**src/rtl/rsf_consts.vh**
```
// Constants for the reset state and source flag block.
`ifndef RSF_CONSTS_VH
`define RSF_CONSTS_VH
`define RSF_ALL_ONES       8'hff
`define RSF_ZERO           8'h00
`define RSF_ASYNC_MODE_RST 8'h01
`define RSF_WDOG_EN_OPT0   8'h1a
`define RSF_WDOG_EN_OPT1   8'h9a
`define RSF_LVRF_BIT       0
`define RSF_WDRF_BIT       4
`define RSF_SRC_PIN        4'h1
`define RSF_SRC_PWRON      4'h2
`define RSF_SRC_WDOG       4'h4
`define RSF_SRC_LOWV       4'h8
`endif

```
**src/rtl/rsf_reset_state.v**
```verilog
// Reset state loader and reset source flags for peripheral registers.
`include "rsf_consts.vh"

module rsf_reset_state (
  // Clock and reset
  input  wire       clk_i,
  input  wire       rst_i,
  // Reset requests from pin and detectors (asynchronous levels)
  input  wire       pin_reset_i,
  input  wire       power_on_clear_i,
  input  wire       watchdog_reset_i,
  input  wire       low_voltage_reset_i,
  // Option byte selection for the watchdog enable value
  input  wire       watchdog_option_i,
  // Software access to the reset source and detector registers
  input  wire       source_read_i,
  input  wire       lv_ctrl_we_i,
  input  wire       lv_level_we_i,
  input  wire [7:0] wdata_i,
  // Reset state outputs
  output reg        init_pulse_o,
  output reg  [7:0] reset_source_flags_o,
  output reg  [7:0] low_voltage_detect_ctrl_o,
  output reg  [7:0] low_voltage_level_select_o,
  output reg  [7:0] watchdog_enable_reg_o,
  output reg  [7:0] async_buffer_init_o,
  output reg  [7:0] async_port_mode_o,
  output reg  [7:0] async_status_init_o,
  output reg  [7:0] timer_h_init_o,
  output reg  [7:0] clocked_serial_init_o,
  output reg  [7:0] usb_interrupt_clear_o,
  output reg  [7:0] usb_interrupt_status_o,
  output reg  [7:0] usb_other_init_o,
  output reg  [7:0] interrupt_request_init_o,
  output reg  [7:0] interrupt_mask_init_o,
  output reg  [7:0] ext_edge_init_o
);
  // ----------------------------------------
  // Synchronised reset sources
  // ----------------------------------------
  wire [3:0] src_raw = {low_voltage_reset_i, watchdog_reset_i, power_on_clear_i, pin_reset_i};
  wire [3:0] src_sync;
  wire       opt_sync;
  genvar g;
  generate
    for (g = 0; g < 4; g = g + 1) begin : g_sync
      rsf_sync2 u_sync (.clk_i(clk_i), .rst_i(rst_i), .d_i(src_raw[g]), .q_o(src_sync[g]));
    end
  endgenerate
  rsf_sync2 u_opt (.clk_i(clk_i), .rst_i(rst_i), .d_i(watchdog_option_i), .q_o(opt_sync));

  // ----------------------------------------
  // Reset tracking
  // ----------------------------------------
  // Two boot states let the synchronisers fill after the master reset, so the
  // option and source levels are valid before the first release.
  localparam [3:0] ST_BOOT0 = 4'b0001;
  localparam [3:0] ST_BOOT1 = 4'b0010;
  localparam [3:0] ST_HELD  = 4'b0100;
  localparam [3:0] ST_RUN   = 4'b1000;
  reg  [3:0] state_ff;
  reg  [3:0] nxt_state;
  reg  [3:0] seen_ff;
  reg  [3:0] nxt_seen;
  wire       any_src;
  wire       rel_now;
  wire       sw_open;
  assign any_src = |src_sync;
  assign rel_now = (state_ff == ST_HELD) & ~any_src;
  assign sw_open = (state_ff == ST_RUN) & ~any_src;
  always @* begin
    nxt_state = state_ff;
    case (state_ff)
      ST_BOOT0: begin
        nxt_state = ST_BOOT1;
      end
      ST_BOOT1: begin
        nxt_state = ST_HELD;
      end
      ST_HELD: begin
        if (!any_src) begin
          nxt_state = ST_RUN;
        end
      end
      ST_RUN: begin
        if (any_src) begin
          nxt_state = ST_HELD;
        end
      end
      default: begin
        nxt_state = ST_HELD;
      end
    endcase
  end
  always @* begin
    nxt_seen = rel_now ? 4'h0 : (seen_ff | src_sync);
  end
  always @(posedge clk_i or posedge rst_i) begin
    if (rst_i) begin
      state_ff <= ST_BOOT0;
      seen_ff  <= `RSF_SRC_PWRON;
    end else begin
      state_ff <= nxt_state;
      seen_ff  <= nxt_seen;
    end
  end

  // ----------------------------------------
  // Reset source decode
  // ----------------------------------------
  // Pin or power-on clear dominates; watchdog and low voltage are decoded independently, with no priority between them.
  wire clr_all;
  wire by_wdog;
  wire by_lowv;
  assign clr_all = |(seen_ff & (`RSF_SRC_PIN | `RSF_SRC_PWRON));
  assign by_wdog = |(seen_ff & `RSF_SRC_WDOG);
  assign by_lowv = |(seen_ff & `RSF_SRC_LOWV);

  // ----------------------------------------
  // Reset source flags
  // ----------------------------------------
  reg  [7:0] nxt_flags;
  always @* begin
    nxt_flags = reset_source_flags_o;
    if (rel_now) begin
      if (clr_all) begin
        nxt_flags = `RSF_ZERO;
      end else begin
        nxt_flags[`RSF_WDRF_BIT] = by_wdog | reset_source_flags_o[`RSF_WDRF_BIT];
        nxt_flags[`RSF_LVRF_BIT] = by_lowv | reset_source_flags_o[`RSF_LVRF_BIT];
      end
    end else if (sw_open && source_read_i) begin
      nxt_flags = `RSF_ZERO;
    end
    nxt_flags[7:5] = 3'h0;
    nxt_flags[3:1] = 3'h0;
  end
  always @(posedge clk_i or posedge rst_i) begin
    if (rst_i) begin
      reset_source_flags_o <= `RSF_ZERO;
    end else begin
      reset_source_flags_o <= nxt_flags;
    end
  end

  // ----------------------------------------
  // Low-voltage detector registers
  // ----------------------------------------
  always @(posedge clk_i or posedge rst_i) begin
    if (rst_i) begin
      low_voltage_detect_ctrl_o  <= `RSF_ZERO;
      low_voltage_level_select_o <= `RSF_ZERO;
    end else if (rel_now) begin
      if (clr_all | by_wdog) begin
        low_voltage_detect_ctrl_o  <= `RSF_ZERO;
        low_voltage_level_select_o <= `RSF_ZERO;
      end
    end else if (sw_open) begin
      if (lv_ctrl_we_i) begin
        low_voltage_detect_ctrl_o <= wdata_i;
      end
      if (lv_level_we_i) begin
        low_voltage_level_select_o <= wdata_i;
      end
    end
  end

  // ----------------------------------------
  // Release pulse and watchdog enable
  // ----------------------------------------
  always @(posedge clk_i or posedge rst_i) begin
    if (rst_i) begin
      init_pulse_o          <= 1'b0;
      watchdog_enable_reg_o <= `RSF_WDOG_EN_OPT0;
    end else begin
      init_pulse_o <= rel_now;
      if (rel_now) begin
        watchdog_enable_reg_o <= opt_sync ? `RSF_WDOG_EN_OPT1 : `RSF_WDOG_EN_OPT0;
      end
    end
  end

  // ----------------------------------------
  // Peripheral initial values
  // ----------------------------------------
  // Contents that may be undefined after reset keep no state here.
  always @(posedge clk_i or posedge rst_i) begin
    if (rst_i) begin
      async_buffer_init_o      <= `RSF_ALL_ONES;
      async_port_mode_o        <= `RSF_ASYNC_MODE_RST;
      async_status_init_o      <= `RSF_ZERO;
      timer_h_init_o           <= `RSF_ZERO;
      clocked_serial_init_o    <= `RSF_ZERO;
      usb_interrupt_clear_o    <= `RSF_ALL_ONES;
      usb_interrupt_status_o   <= `RSF_ZERO;
      usb_other_init_o         <= `RSF_ZERO;
      interrupt_request_init_o <= `RSF_ZERO;
      interrupt_mask_init_o    <= `RSF_ALL_ONES;
      ext_edge_init_o          <= `RSF_ZERO;
    end else if (rel_now) begin
      async_buffer_init_o      <= `RSF_ALL_ONES;
      async_port_mode_o        <= `RSF_ASYNC_MODE_RST;
      async_status_init_o      <= `RSF_ZERO;
      timer_h_init_o           <= `RSF_ZERO;
      clocked_serial_init_o    <= `RSF_ZERO;
      usb_interrupt_clear_o    <= `RSF_ALL_ONES;
      usb_interrupt_status_o   <= `RSF_ZERO;
      usb_other_init_o         <= `RSF_ZERO;
      interrupt_request_init_o <= `RSF_ZERO;
      interrupt_mask_init_o    <= `RSF_ALL_ONES;
      ext_edge_init_o          <= `RSF_ZERO;
    end
  end
endmodule // rsf_reset_state

```
**src/rtl/rsf_sync2.v**
```verilog
// Two flip-flop synchroniser for one asynchronous level.
module rsf_sync2 (
  // Clock and reset
  input  wire clk_i,
  input  wire rst_i,
  // Level
  input  wire d_i,
  output wire q_o
);
  reg meta_ff;
  reg sync_ff;
  always @(posedge clk_i or posedge rst_i) begin
    if (rst_i) begin
      meta_ff <= 1'b0;
      sync_ff <= 1'b0;
    end else begin
      meta_ff <= d_i;
      sync_ff <= meta_ff;
    end
  end
  assign q_o = sync_ff;
endmodule // rsf_sync2

```
**config.mk**
```make
export PLATFORM = sky130hd
export DESIGN_NAME = rsf_reset_state
export DESIGN_NICKNAME = d
export VERILOG_FILES = /design/src/rtl/rsf_reset_state.v /design/src/rtl/rsf_sync2.v
export VERILOG_INCLUDE_DIRS = /design/src /design/src/rtl
export SDC_FILE = /design/constraint.sdc
export NUM_CORES = 1
export LEC_CHECK = 0
export BUFFER_PORTS_ARGS = -buffer_cell sky130_fd_sc_hd__buf_2
export CORE_MARGIN = 2
export CORE_UTILIZATION = 43
export CTS_CLUSTER_SIZE = 30
export DETAILED_ROUTE_END_ITERATION = 8
export PLACE_DENSITY = 0.89
export SLEW_MARGIN = 20
export SYNTH_ARGS = -nofsm -noshare
export SYNTH_HDL_FRONTEND = slang
export SYNTH_SLANG_ARGS = --single-unit
```
**constraint.sdc**
```tcl
create_clock -name clk_i -period 2.1 [get_ports clk_i]
set_input_delay 0.105 -clock clk_i [delete_from_list [all_inputs] [get_ports clk_i]]
set_output_delay 0.105 -clock clk_i [all_outputs]
set_load 0.02 [all_outputs]
```
=== After elaboration in Yosys (flattened, before gate mapping) ===
Cells that the tools add are included.

* Reductions and logical operators: 10
* Equal/unequal tests: 6
* Muxes and demuxes: 16
* Bitwise logic cells: 7

{| class="wikitable"
|+ Operator list
! operator !! count
|-
| 8-bit two-way mux || 8
|-
| 4-bit two-way mux || 3
|-
| 4-bit case mux with 3 select lines || 1
|-
| 5-bit two-way mux || 2
|-
| 2-bit nonzero test || 4
|-
| 3-bit AND reduction || 2
|-
| 4-bit by 1-bit == test with 1-bit output (second input constant) || 1
|-
| 4-bit by 3-bit == test with 1-bit output (second input constant) || 1
|-
| 4-bit == test (second input constant) || 1
|-
| 2-bit != test (second input constant) || 2
|-
| 4-bit OR || 1
|-
| 4-bit OR reduction || 1
|-
| 1-bit OR || 3
|-
| 1-bit bitwise AND || 2
|-
| 1-bit two-way mux || 2
|-
| 2-bit by 1-bit != test with 1-bit output (second input constant) || 1
|-
| 2-bit AND reduction || 1
|-
| 2-bit OR reduction || 1
|-
| 1-bit logical AND || 1
|-
| 1-bit NOT || 1
|}

* Input port bits: 18
* Output and inout port bits: 121
* Register bits after elaboration: 45

=== Depth between registers and ports, before layout ===
Gate-level depths: netlist of the first run.

* Depth after elaboration: 6
* Gate-level depth with buffers: 5

=== Hierarchy ===
A second synthesis of the first run with hierarchy kept.

* Cells, all modules: 215
* Area, all modules: 2267.2 µm²

{| class="wikitable"
|+ Modules (own cells, without submodules)
! module !! cells each !! times used !! sequential area each (µm²) !! area an instance (µm²)
|-
| rsf_reset_state || 200 || 1 || 703.2 || 1998.2
|-
| rsf_sync2 || 3 || 5 || 50.0 || 53.8
|}

=== Worst setup path after synthesis of the first run ===
OpenSTA, ideal clock, no wires.

* Path type: flip-flop to flip-flop
* From: reg state_ff[1]
* To: reg low_voltage_detect_ctrl_o[1]
* Data required time: 1.979 ns
* Path buffers: 1
* Stages on the path, launching flop included: 6
* Arrival: 1.534 ns
* Setup slack: 0.445 ns
* Setup time: 0.121 ns
* Cells stage by stage: dfrtp_1 nor4b_2 nand2_2 a21bo_1 buf_6 a22o_1

* Word-level cells in the longest chain between the ends: 4

{| class="wikitable"
|+ RTL lines
! element !! RTL line !! RTL
|-
| start: declaration || rsf_reset_state.v:61 || <nowiki>reg [3:0] state_ff;</nowiki>
|-
| start signal: assignment || rsf_reset_state.v:103 || <nowiki>state_ff <= nxt_state;</nowiki>
|-
| 4-bit by 3-bit == test with 1-bit output or 4-bit == test (tied branches) || rsf_reset_state.v:69, rsf_reset_state.v:70 ||
|-
| 1-bit bitwise AND (on tied branches) || rsf_reset_state.v:69, rsf_reset_state.v:70 ||
|-
| 2-bit by 1-bit != test with 1-bit output (no line) or 2-bit nonzero test (tied branches) || n/a ||
|-
| 3-bit AND reduction (no line) || n/a ||
|-
| end signal: assignment || rsf_reset_state.v:151 || <nowiki>low_voltage_detect_ctrl_o <= `RSF_ZERO;</nowiki>
|-
| end signal: assignment || rsf_reset_state.v:155 || <nowiki>low_voltage_detect_ctrl_o <= `RSF_ZERO;</nowiki>
|-
| end signal: assignment || rsf_reset_state.v:160 || <nowiki>low_voltage_detect_ctrl_o <= wdata_i;</nowiki>
|-
| end: declaration || rsf_reset_state.v:23 || <nowiki>output reg [7:0] low_voltage_detect_ctrl_o,</nowiki>
|}

Several ways; a longest one is shown, not always the timed one.
A chain may end at the register's enable or synchronous reset.

=== Worst setup path after layout of the first run ===
* From: reg state_ff[1]
* To: reg low_voltage_level_select_o[3]

* Word-level cells in the longest chain between the ends: 4

{| class="wikitable"
|+ RTL lines
! element !! RTL line !! RTL
|-
| 4-bit by 3-bit == test with 1-bit output or 4-bit == test (tied branches) || rsf_reset_state.v:69, rsf_reset_state.v:70 ||
|-
| 1-bit bitwise AND (on tied branches) || rsf_reset_state.v:69, rsf_reset_state.v:70 ||
|-
| 2-bit by 1-bit != test with 1-bit output (no line) or 2-bit nonzero test (tied branches) || n/a ||
|-
| 3-bit AND reduction (no line) || n/a ||
|-
| end signal: assignment || rsf_reset_state.v:152 || <nowiki>low_voltage_level_select_o <= `RSF_ZERO;</nowiki>
|-
| end signal: assignment || rsf_reset_state.v:156 || <nowiki>low_voltage_level_select_o <= `RSF_ZERO;</nowiki>
|-
| end signal: assignment || rsf_reset_state.v:163 || <nowiki>low_voltage_level_select_o <= wdata_i;</nowiki>
|-
| end: declaration || rsf_reset_state.v:24 || <nowiki>output reg [7:0] low_voltage_level_select_o,</nowiki>
|}

Several ways; a longest one is shown, not always the timed one.

==> reports/results.ini, run 1 <==
[outcome]
status = finished, final reports clean

[routing]
wl_per_cell_um = 10.20
ant_nets = 0
vias = 1299
wl_um = 3347
drt_iter0_drc = 40
vias_per_cell = 3.960
first_pass_iters = 4
drc = 0

[clock_tree]
cts_max_level = 2
cts_buffers = 5
clk_pin_slew_ps = 70
insertion_delay_ps = 290
cts_resized = 0
cts_tree = done
clock_sinks = 38
cts.path.max_buffers = 2
root_buffer = clkbuf_8
cts_setup_buffers = 0

[timing]
fin_skew_ps = 6.460
rsz0062_at_grt = false
setup_violations = 0
setup_slack_ps = 244.9
timing.fmax_mhz = 539.1
fin_crit_sh_pct = 88.34
hold_ws_ps = 66.79
min_period_ps = 1855
hold_violations = 0
setup-tns-final_ps = 0
drv_slew = 0

[yosys]
synth_cell_types = 29
ys_seq_elements = 38
synth.area.top_cells = dfrtp_1, buf_4, a22o_1
synth-edff-count = 0
ys_seq_area_share_pct = 42.83
yosys_warnings = 0
netlist_instances = 210
ys_async_sr_fraction_pct = 100.0
synth_ff_type = dfrtp_1
syn-cell-area_um2 = 2226
postSynthAreaPerCell_um2 = 10.60
synth_top_area_cell = dfrtp_1
yosysTopAreaCellShare_pct = 40.47

[grt]
grt_pass1_vias = 1155
antenna_found_initial = 0
grt_pass1_wl_um = 5333
grt_usage_pct = 11.59
overflow = 0
grt_max_degree = 39

[die]
placementRows = 26
start_util_pct = 44.14
dieArea_um2 = 5768
die_w_um = 75.95
fp.dieH_um = 75.95
core_area_um2 = 5042
ios = 139

[finish]
diodes = 0
fill_cells = 482
area_growth_pct = 1.237
drive_gt1_share_pct = 22.48
regArea_um2 = 953.4
multi_input_area_um2 = 849.6
nets = 275

[pwr]
peakVddDrop_v = 0.0004703
leakagePower_nw = 1.170
power_density_nw_per_um2 = 691.2

[placed_design]
place_ws_ps = 266.4
dp_hpwl_um = 2626
port-buffer-count = 37
place.gp.congestion = 0.8124

[critical_path]
path_cells = or4b_1 -> o2bb2ai_2 -> nand2_2 -> a22o_1
endpoint_kind = flip-flop
start_kind = flip-flop
r2r_slack_ps = 240
cp_max_fo = 10
worstSetupPathType = reg -> reg
cp_slowest_cell = or4b_1
cp.required_ps = 2270
crit_path_max_incr_delay_ps = 720
path_delay_family = simple AND/OR/NAND/NOR gates
worstPathArrival_ps = 2030
crit_buf_inv = 0

[flow_run]
drv_cap = 0

[worst_hold_path]
min_path_type = in -> reg

layout make-up:
cell class,count,area share [%]
clock inverters,2,0.5552
clock buffers,6,3.665
inverters,2,0.3331
flip-flops and latches,38,42.31
well taps,70,3.887
repair buffers,45,11.55
multi-input cells,165,37.70
worst register-to-register path, cell delays in order (launching register included):
cell       delay [ps]
dfrtp_1           440
or4b_1            720
o2bb2ai_2         210
nand2_2           130
a22o_1            240
sequential cells by signal, indices dropped and copies added (netlist names):
name / flops
seen_ff: 4
reset_source_flags_o: 2
watchdog_enable_reg_o: 1
u_opt.meta_ff: 1
u_opt.q_o: 1
state_ff: 4
low_voltage_detect_ctrl_o: 8
low_voltage_level_select_o: 8
init_pulse_o: 1
g_sync.u_sync.q_o: 4
g_sync.u_sync.meta_ff: 4
cell families (layout without fill, tap and decap cells):
logic type / count (synthesis) / after routing / synth area share (%)
buffers and inverters: 107 / 55 / 35.86
flip-flops: 38 / 38 / 42.83
AO/OA/AOI/OAI: 33 / 33 / 12.42
AND/OR/NAND/NOR: 29 / 29 / 8.038
other: 2 / 102 / 0.3374
multiplexers: 1 / 1 / 0.5059
cell usage in the layout (no fill, tap or decap), types with 3 or more instances in the layout:
| master | instances |
|---|---|
| conb_1 | 102 |
| buf_2 | 37 |
| dfrtp_1 | 36 |
| a22o_1 | 24 |
| nor2_1 | 11 |
| clkbuf_8 | 6 |
| dlygate4sd3_1 | 6 |
| nand2_1 | 3 |
| a21oi_1 | 3 |
final timing paths:
| check | startpoint | endpoint | cells past startpoint |
|---|---|---|---|
| worst max-delay path | state_ff[1]$_DFFE_PP0P_ | low_voltage_level_select_o[3]$_DFFE_PP0P_ | 4 |
| worst min-delay path | wdata_i[7] | low_voltage_level_select_o[7]$_DFFE_PP0P_ | 2 |
| worst max register to register | state_ff[1]$_DFFE_PP0P_ | low_voltage_level_select_o[3]$_DFFE_PP0P_ | 4 |
| worst min register to register | g_sync[1].u_sync.meta_ff$_DFF_PP0_ | g_sync[1].u_sync.q_o$_DFF_PP0_ | 0 |
| max in group asynchronous | rst_i | seen_ff[1]$_DFF_PP1_ | 4 |
| min in group asynchronous | rst_i | g_sync[1].u_sync.meta_ff$_DFF_PP0_ | 4 |
where the power goes:
part	switching, mW	internal (mW)	leakage [nW]	total (mW)
Clock	0.246	0.263	0.0472	0.509
Combinational	0.222	0.0484	0.683	0.270
Sequential	0.0187	0.760	0.440	0.778
through the flow:
stage	cell area (µm²)	utilization [%]	power [mW]	cells
3_3_place_gp	2098	41.61	1.047	314
4_1_cts	2253	44.69	1.567	328
5_1_grt	2253	44.69	1.634	328
3_5_place_dp	2098	41.61	1.051	314
2_1_floorplan	2601	-	1.153	310
6_report	2253	44.69	1.557	328
Yosys cell counts, types with 2 or more instances:
master	count
buf_2	2
o21ai_0	2
nand2_2	2
nor3_1	2
buf_6	2
dfrtp_1	36
nor2_1	11
a21oi_1	3
buf_4	101
nand2_1	3
inv_1	2
conb_1	2
nor2b_1	2
a22o_1	24
dfstp_2	2
layer usage:
layer | vias up | track usage, % | wire, µm
li1 | 591 | - | -
met1 | 615 | 13.33 | 1244
met2 | 78 | 18.75 | 1672
met4 | 0 | 6.909 | 113
met3 | 15 | 3.929 | 315
met5 | - | 0 | 0
what timing repair did:
action | in CTS | in global routing
endpoints found under the hold margin | 41 | 0
hold buffers | 6 | 0
endpoints found under the setup margin | 0 | 0
Note: power is estimated with default switching activity, not from simulation.
==> run 2, diff against run 1 <==
- ABC_AREA: not set -> 1
- CORE_MARGIN: 2 -> 4
- CORE_UTILIZATION: 43 -> 44
- PLACE_DENSITY: 0.89 -> 0.9
==> reports/results.ini, run 2 <==
[clock_tree]
root_buffer = clkbuf_8
insertion_delay_ps = 290  ; about the same
cts_buffers = 5  ; unchanged
clock_sinks = 38  ; unchanged
clk_pin_slew_ps = 70  ; about the same
cts_resized = 0  ; unchanged
cts_setup_buffers = 0  ; unchanged
cts_max_level = 2  ; unchanged
postCtsHoldBufs = 6  ; unchanged
cts_tree = done
cts.path.max_buffers = 2  ; unchanged

[yosys]
yosysTopAreaCellShare_pct = 39.11  ; -1.4 points
synthTopCellsByCount = buf_4, dfrtp_1, nand2_1
synth_top_area_cell = dfrtp_1
ys_async_sr_fraction_pct = 100.0  ; unchanged
yosys_warnings = 0  ; unchanged
postSynthAreaPerCell_um2 = 9.364  ; -12%
syn-cell-area_um2 = 2303  ; +3.5%
ys_seq_elements = 38  ; unchanged
synth_ff_type = dfrtp_1
synth.area.top_cells = dfrtp_1, buf_4, nand4_1
yosysMostFrequentCell = buf_4
ys_seq_area_share_pct = 41.39  ; -1.4 points
synth-edff-count = 0  ; unchanged
netlist_instances = 246  ; +17%
synth_cell_types = 24  ; -17%

[routing]
drt_iter0_drc = 28  ; -30%
vias_per_cell = 4.011  ; +1.3%
drc = 0  ; unchanged
ant_nets = 0  ; unchanged
dr_wl_met2_um = 1993  ; +19%
dr_wl_met3_um = 431  ; +37%
wl_met1_um = 1495  ; +20%
first_pass_iters = 5  ; +1
dr.max_layer_used = met4
wl_per_cell_um = 10.93  ; +7.1%
wl_um = 3958  ; +18%
vias = 1452  ; +12%

[die]
start_util_pct = 45.39  ; +1.2 points
die_w_um = 80.36  ; +5.8%
placementRows = 26  ; unchanged
core_area_um2 = 5075  ; +0.65%
dieArea_um2 = 6457  ; +12%
ios = 139  ; unchanged
fp.dieH_um = 80.36  ; +5.8%

[flow_run]
drv_cap = 0  ; unchanged

[finish]
top_regs = low_voltage_detect_ctrl_o: 8 flops, low_voltage_level_select_o: 8 flops
final_cell_mix = conb_1, buf_2, dfrtp_1
area_growth_pct = 2.281
mostFrequentLayoutCell = conb_1
fin_area_um2 = 2356  ; +4.6%
nets = 309  ; +12%
diodes = 0  ; unchanged
drive_gt1_share_pct = 21.23  ; -1.2 points

[critical_path]
worstSetupPathType = reg -> reg
cp_max_fo = 19  ; +9
path_cells = nor2_1 -> nand2_2 -> nor2_8 -> nand2_2 -> nand3_1 -> nand2_1
crit_path_max_incr_delay_ps = 390  ; -330 ps
cp.required_ps = 2280  ; about the same
ff2ff_path_depth = 6  ; +2
start_kind = flip-flop
cp_slowest_cell = dfrtp_1
endpoint_kind = flip-flop
worstPathArrival_ps = 1610  ; -420 ps
crit_path_frequent_cell = nand2_2

[worst_hold_path]
min_path_type = in -> reg
hold_path_depth = 3  ; +1

[timing]
rsz0062_at_grt = false
hold_violations = 0  ; unchanged
setup_slack_ps = 675.8  ; +430.9 ps
setup-tns-final_ps = 0  ; unchanged
fin_crit_sh_pct = 67.82  ; -21 points
fin_skew_ps = 5.066  ; -1.394 ps
drv_slew = 0  ; unchanged
timing.fmax_mhz = 702.2  ; +30%
min_period_ps = 1424  ; -430.9 ps
setup_violations = 0  ; unchanged

[outcome]
status = finished, final reports clean

[pwr]
peakVddDrop_v = 0.0005112  ; +8.7%
power_density_nw_per_um2 = 825.2  ; +19%
leakagePower_nw = 1.396  ; +19%

[placed_design]
port-buffer-count = 37  ; unchanged
dp_hpwl_um = 3072  ; +17%
place.gp.congestion = 0.7981  ; -1.8%
placed_area_um2 = 2153  ; +2.6%
place_ws_ps = 682.0  ; +415.6 ps

[grt]
grt_pass1_wl_um = 5761  ; +8.0%
grt_usage_pct = 11.61  ; +0.027 points
overflow = 0  ; unchanged
antenna_found_initial = 0  ; unchanged
grt_max_degree = 39  ; unchanged
grt_pass1_vias = 1223  ; +5.9%

-- run 2: cell count changes in the layout (fill, tap and decap cells not counted), sizes merged, moves of 2 or more --
cell,change
o21ai,-2
nor2,+6
nor3,-2
a21oi,-3
inv,+7
bufinv,+2
nand3,+20
nand4,+17
nand2,+27
a22o,-24
and3,-2
nor2b,-2
-- run 2: logic make-up (layout without fill, tap and decap cells) --
group           Yosys count  after routing  synth area share (%)
buf+inv                 115             61                 36.56
compound gates            4              4                 1.140
other cells               2            102                0.3260
flops                    38             38                 41.39
simple gates             87             87                 20.59
-- run 2: worst max-delay path: cells and delay by family, from the launching register on --
family	cells	cell delay, ps
flops	1	390
simple gates	6	920
-- run 2: per-layer routing --
metal	up-vias	GRT usage [%]
li1	677	-
met1	685	14.12
met2	86	19.04
met3	4	3.700
met4	0	4.561
met5	-	0
-- run 2: layout make-up --
cell class                      count  area [µm²]
Inverter                            9       36.28
Clock inverter                      2       60.06
Fill cell                         487        2719
Timing Repair Buffer               44       252.7
Sequential cell                    38       953.4
Multi-Input combinational cell    193       883.3
Tap cell                           70       87.58
Clock buffer                        6       82.58
-- run 2: power by group --
part / total, mW / internal [mW] / switching [mW] / leakage (nW)
Clock: 0.758 / 0.506 / 0.252 / 0.0714
Sequential: 0.819 / 0.783 / 0.0361 / 0.477
Combinational: 0.367 / 0.0709 / 0.296 / 0.848
-- run 2: worst paths after layout --
check	slack (ps)	endpoint	from
max	680	low_voltage_detect_ctrl_o[4]$_DFFE_PP0P_	state_ff[1]$_DFFE_PP0P_
min	90	low_voltage_detect_ctrl_o[1]$_DFFE_PP0P_	wdata_i[1]
max reg2reg	680	low_voltage_detect_ctrl_o[4]$_DFFE_PP0P_	state_ff[1]$_DFFE_PP0P_
min reg2reg	350	g_sync[3].u_sync.q_o$_DFF_PP0_	g_sync[3].u_sync.meta_ff$_DFF_PP0_
max in group asynchronous	1290	seen_ff[1]$_DFF_PP1_	rst_i
min in group asynchronous	460	u_opt.meta_ff$_DFF_PP0_	rst_i
-- run 2: stage by stage --
stage	power, mW	std cells	util [%]	hold slack, ps
5_1_grt	2.027	362	46.43	85.74
2_1_floorplan	1.260	346	-	136.4
3_5_place_dp	1.185	348	42.43	215.9
4_1_cts	1.950	362	46.43	79.63
6_report	1.944	362	46.43	87.04
3_3_place_gp	1.175	348	42.43	212.5
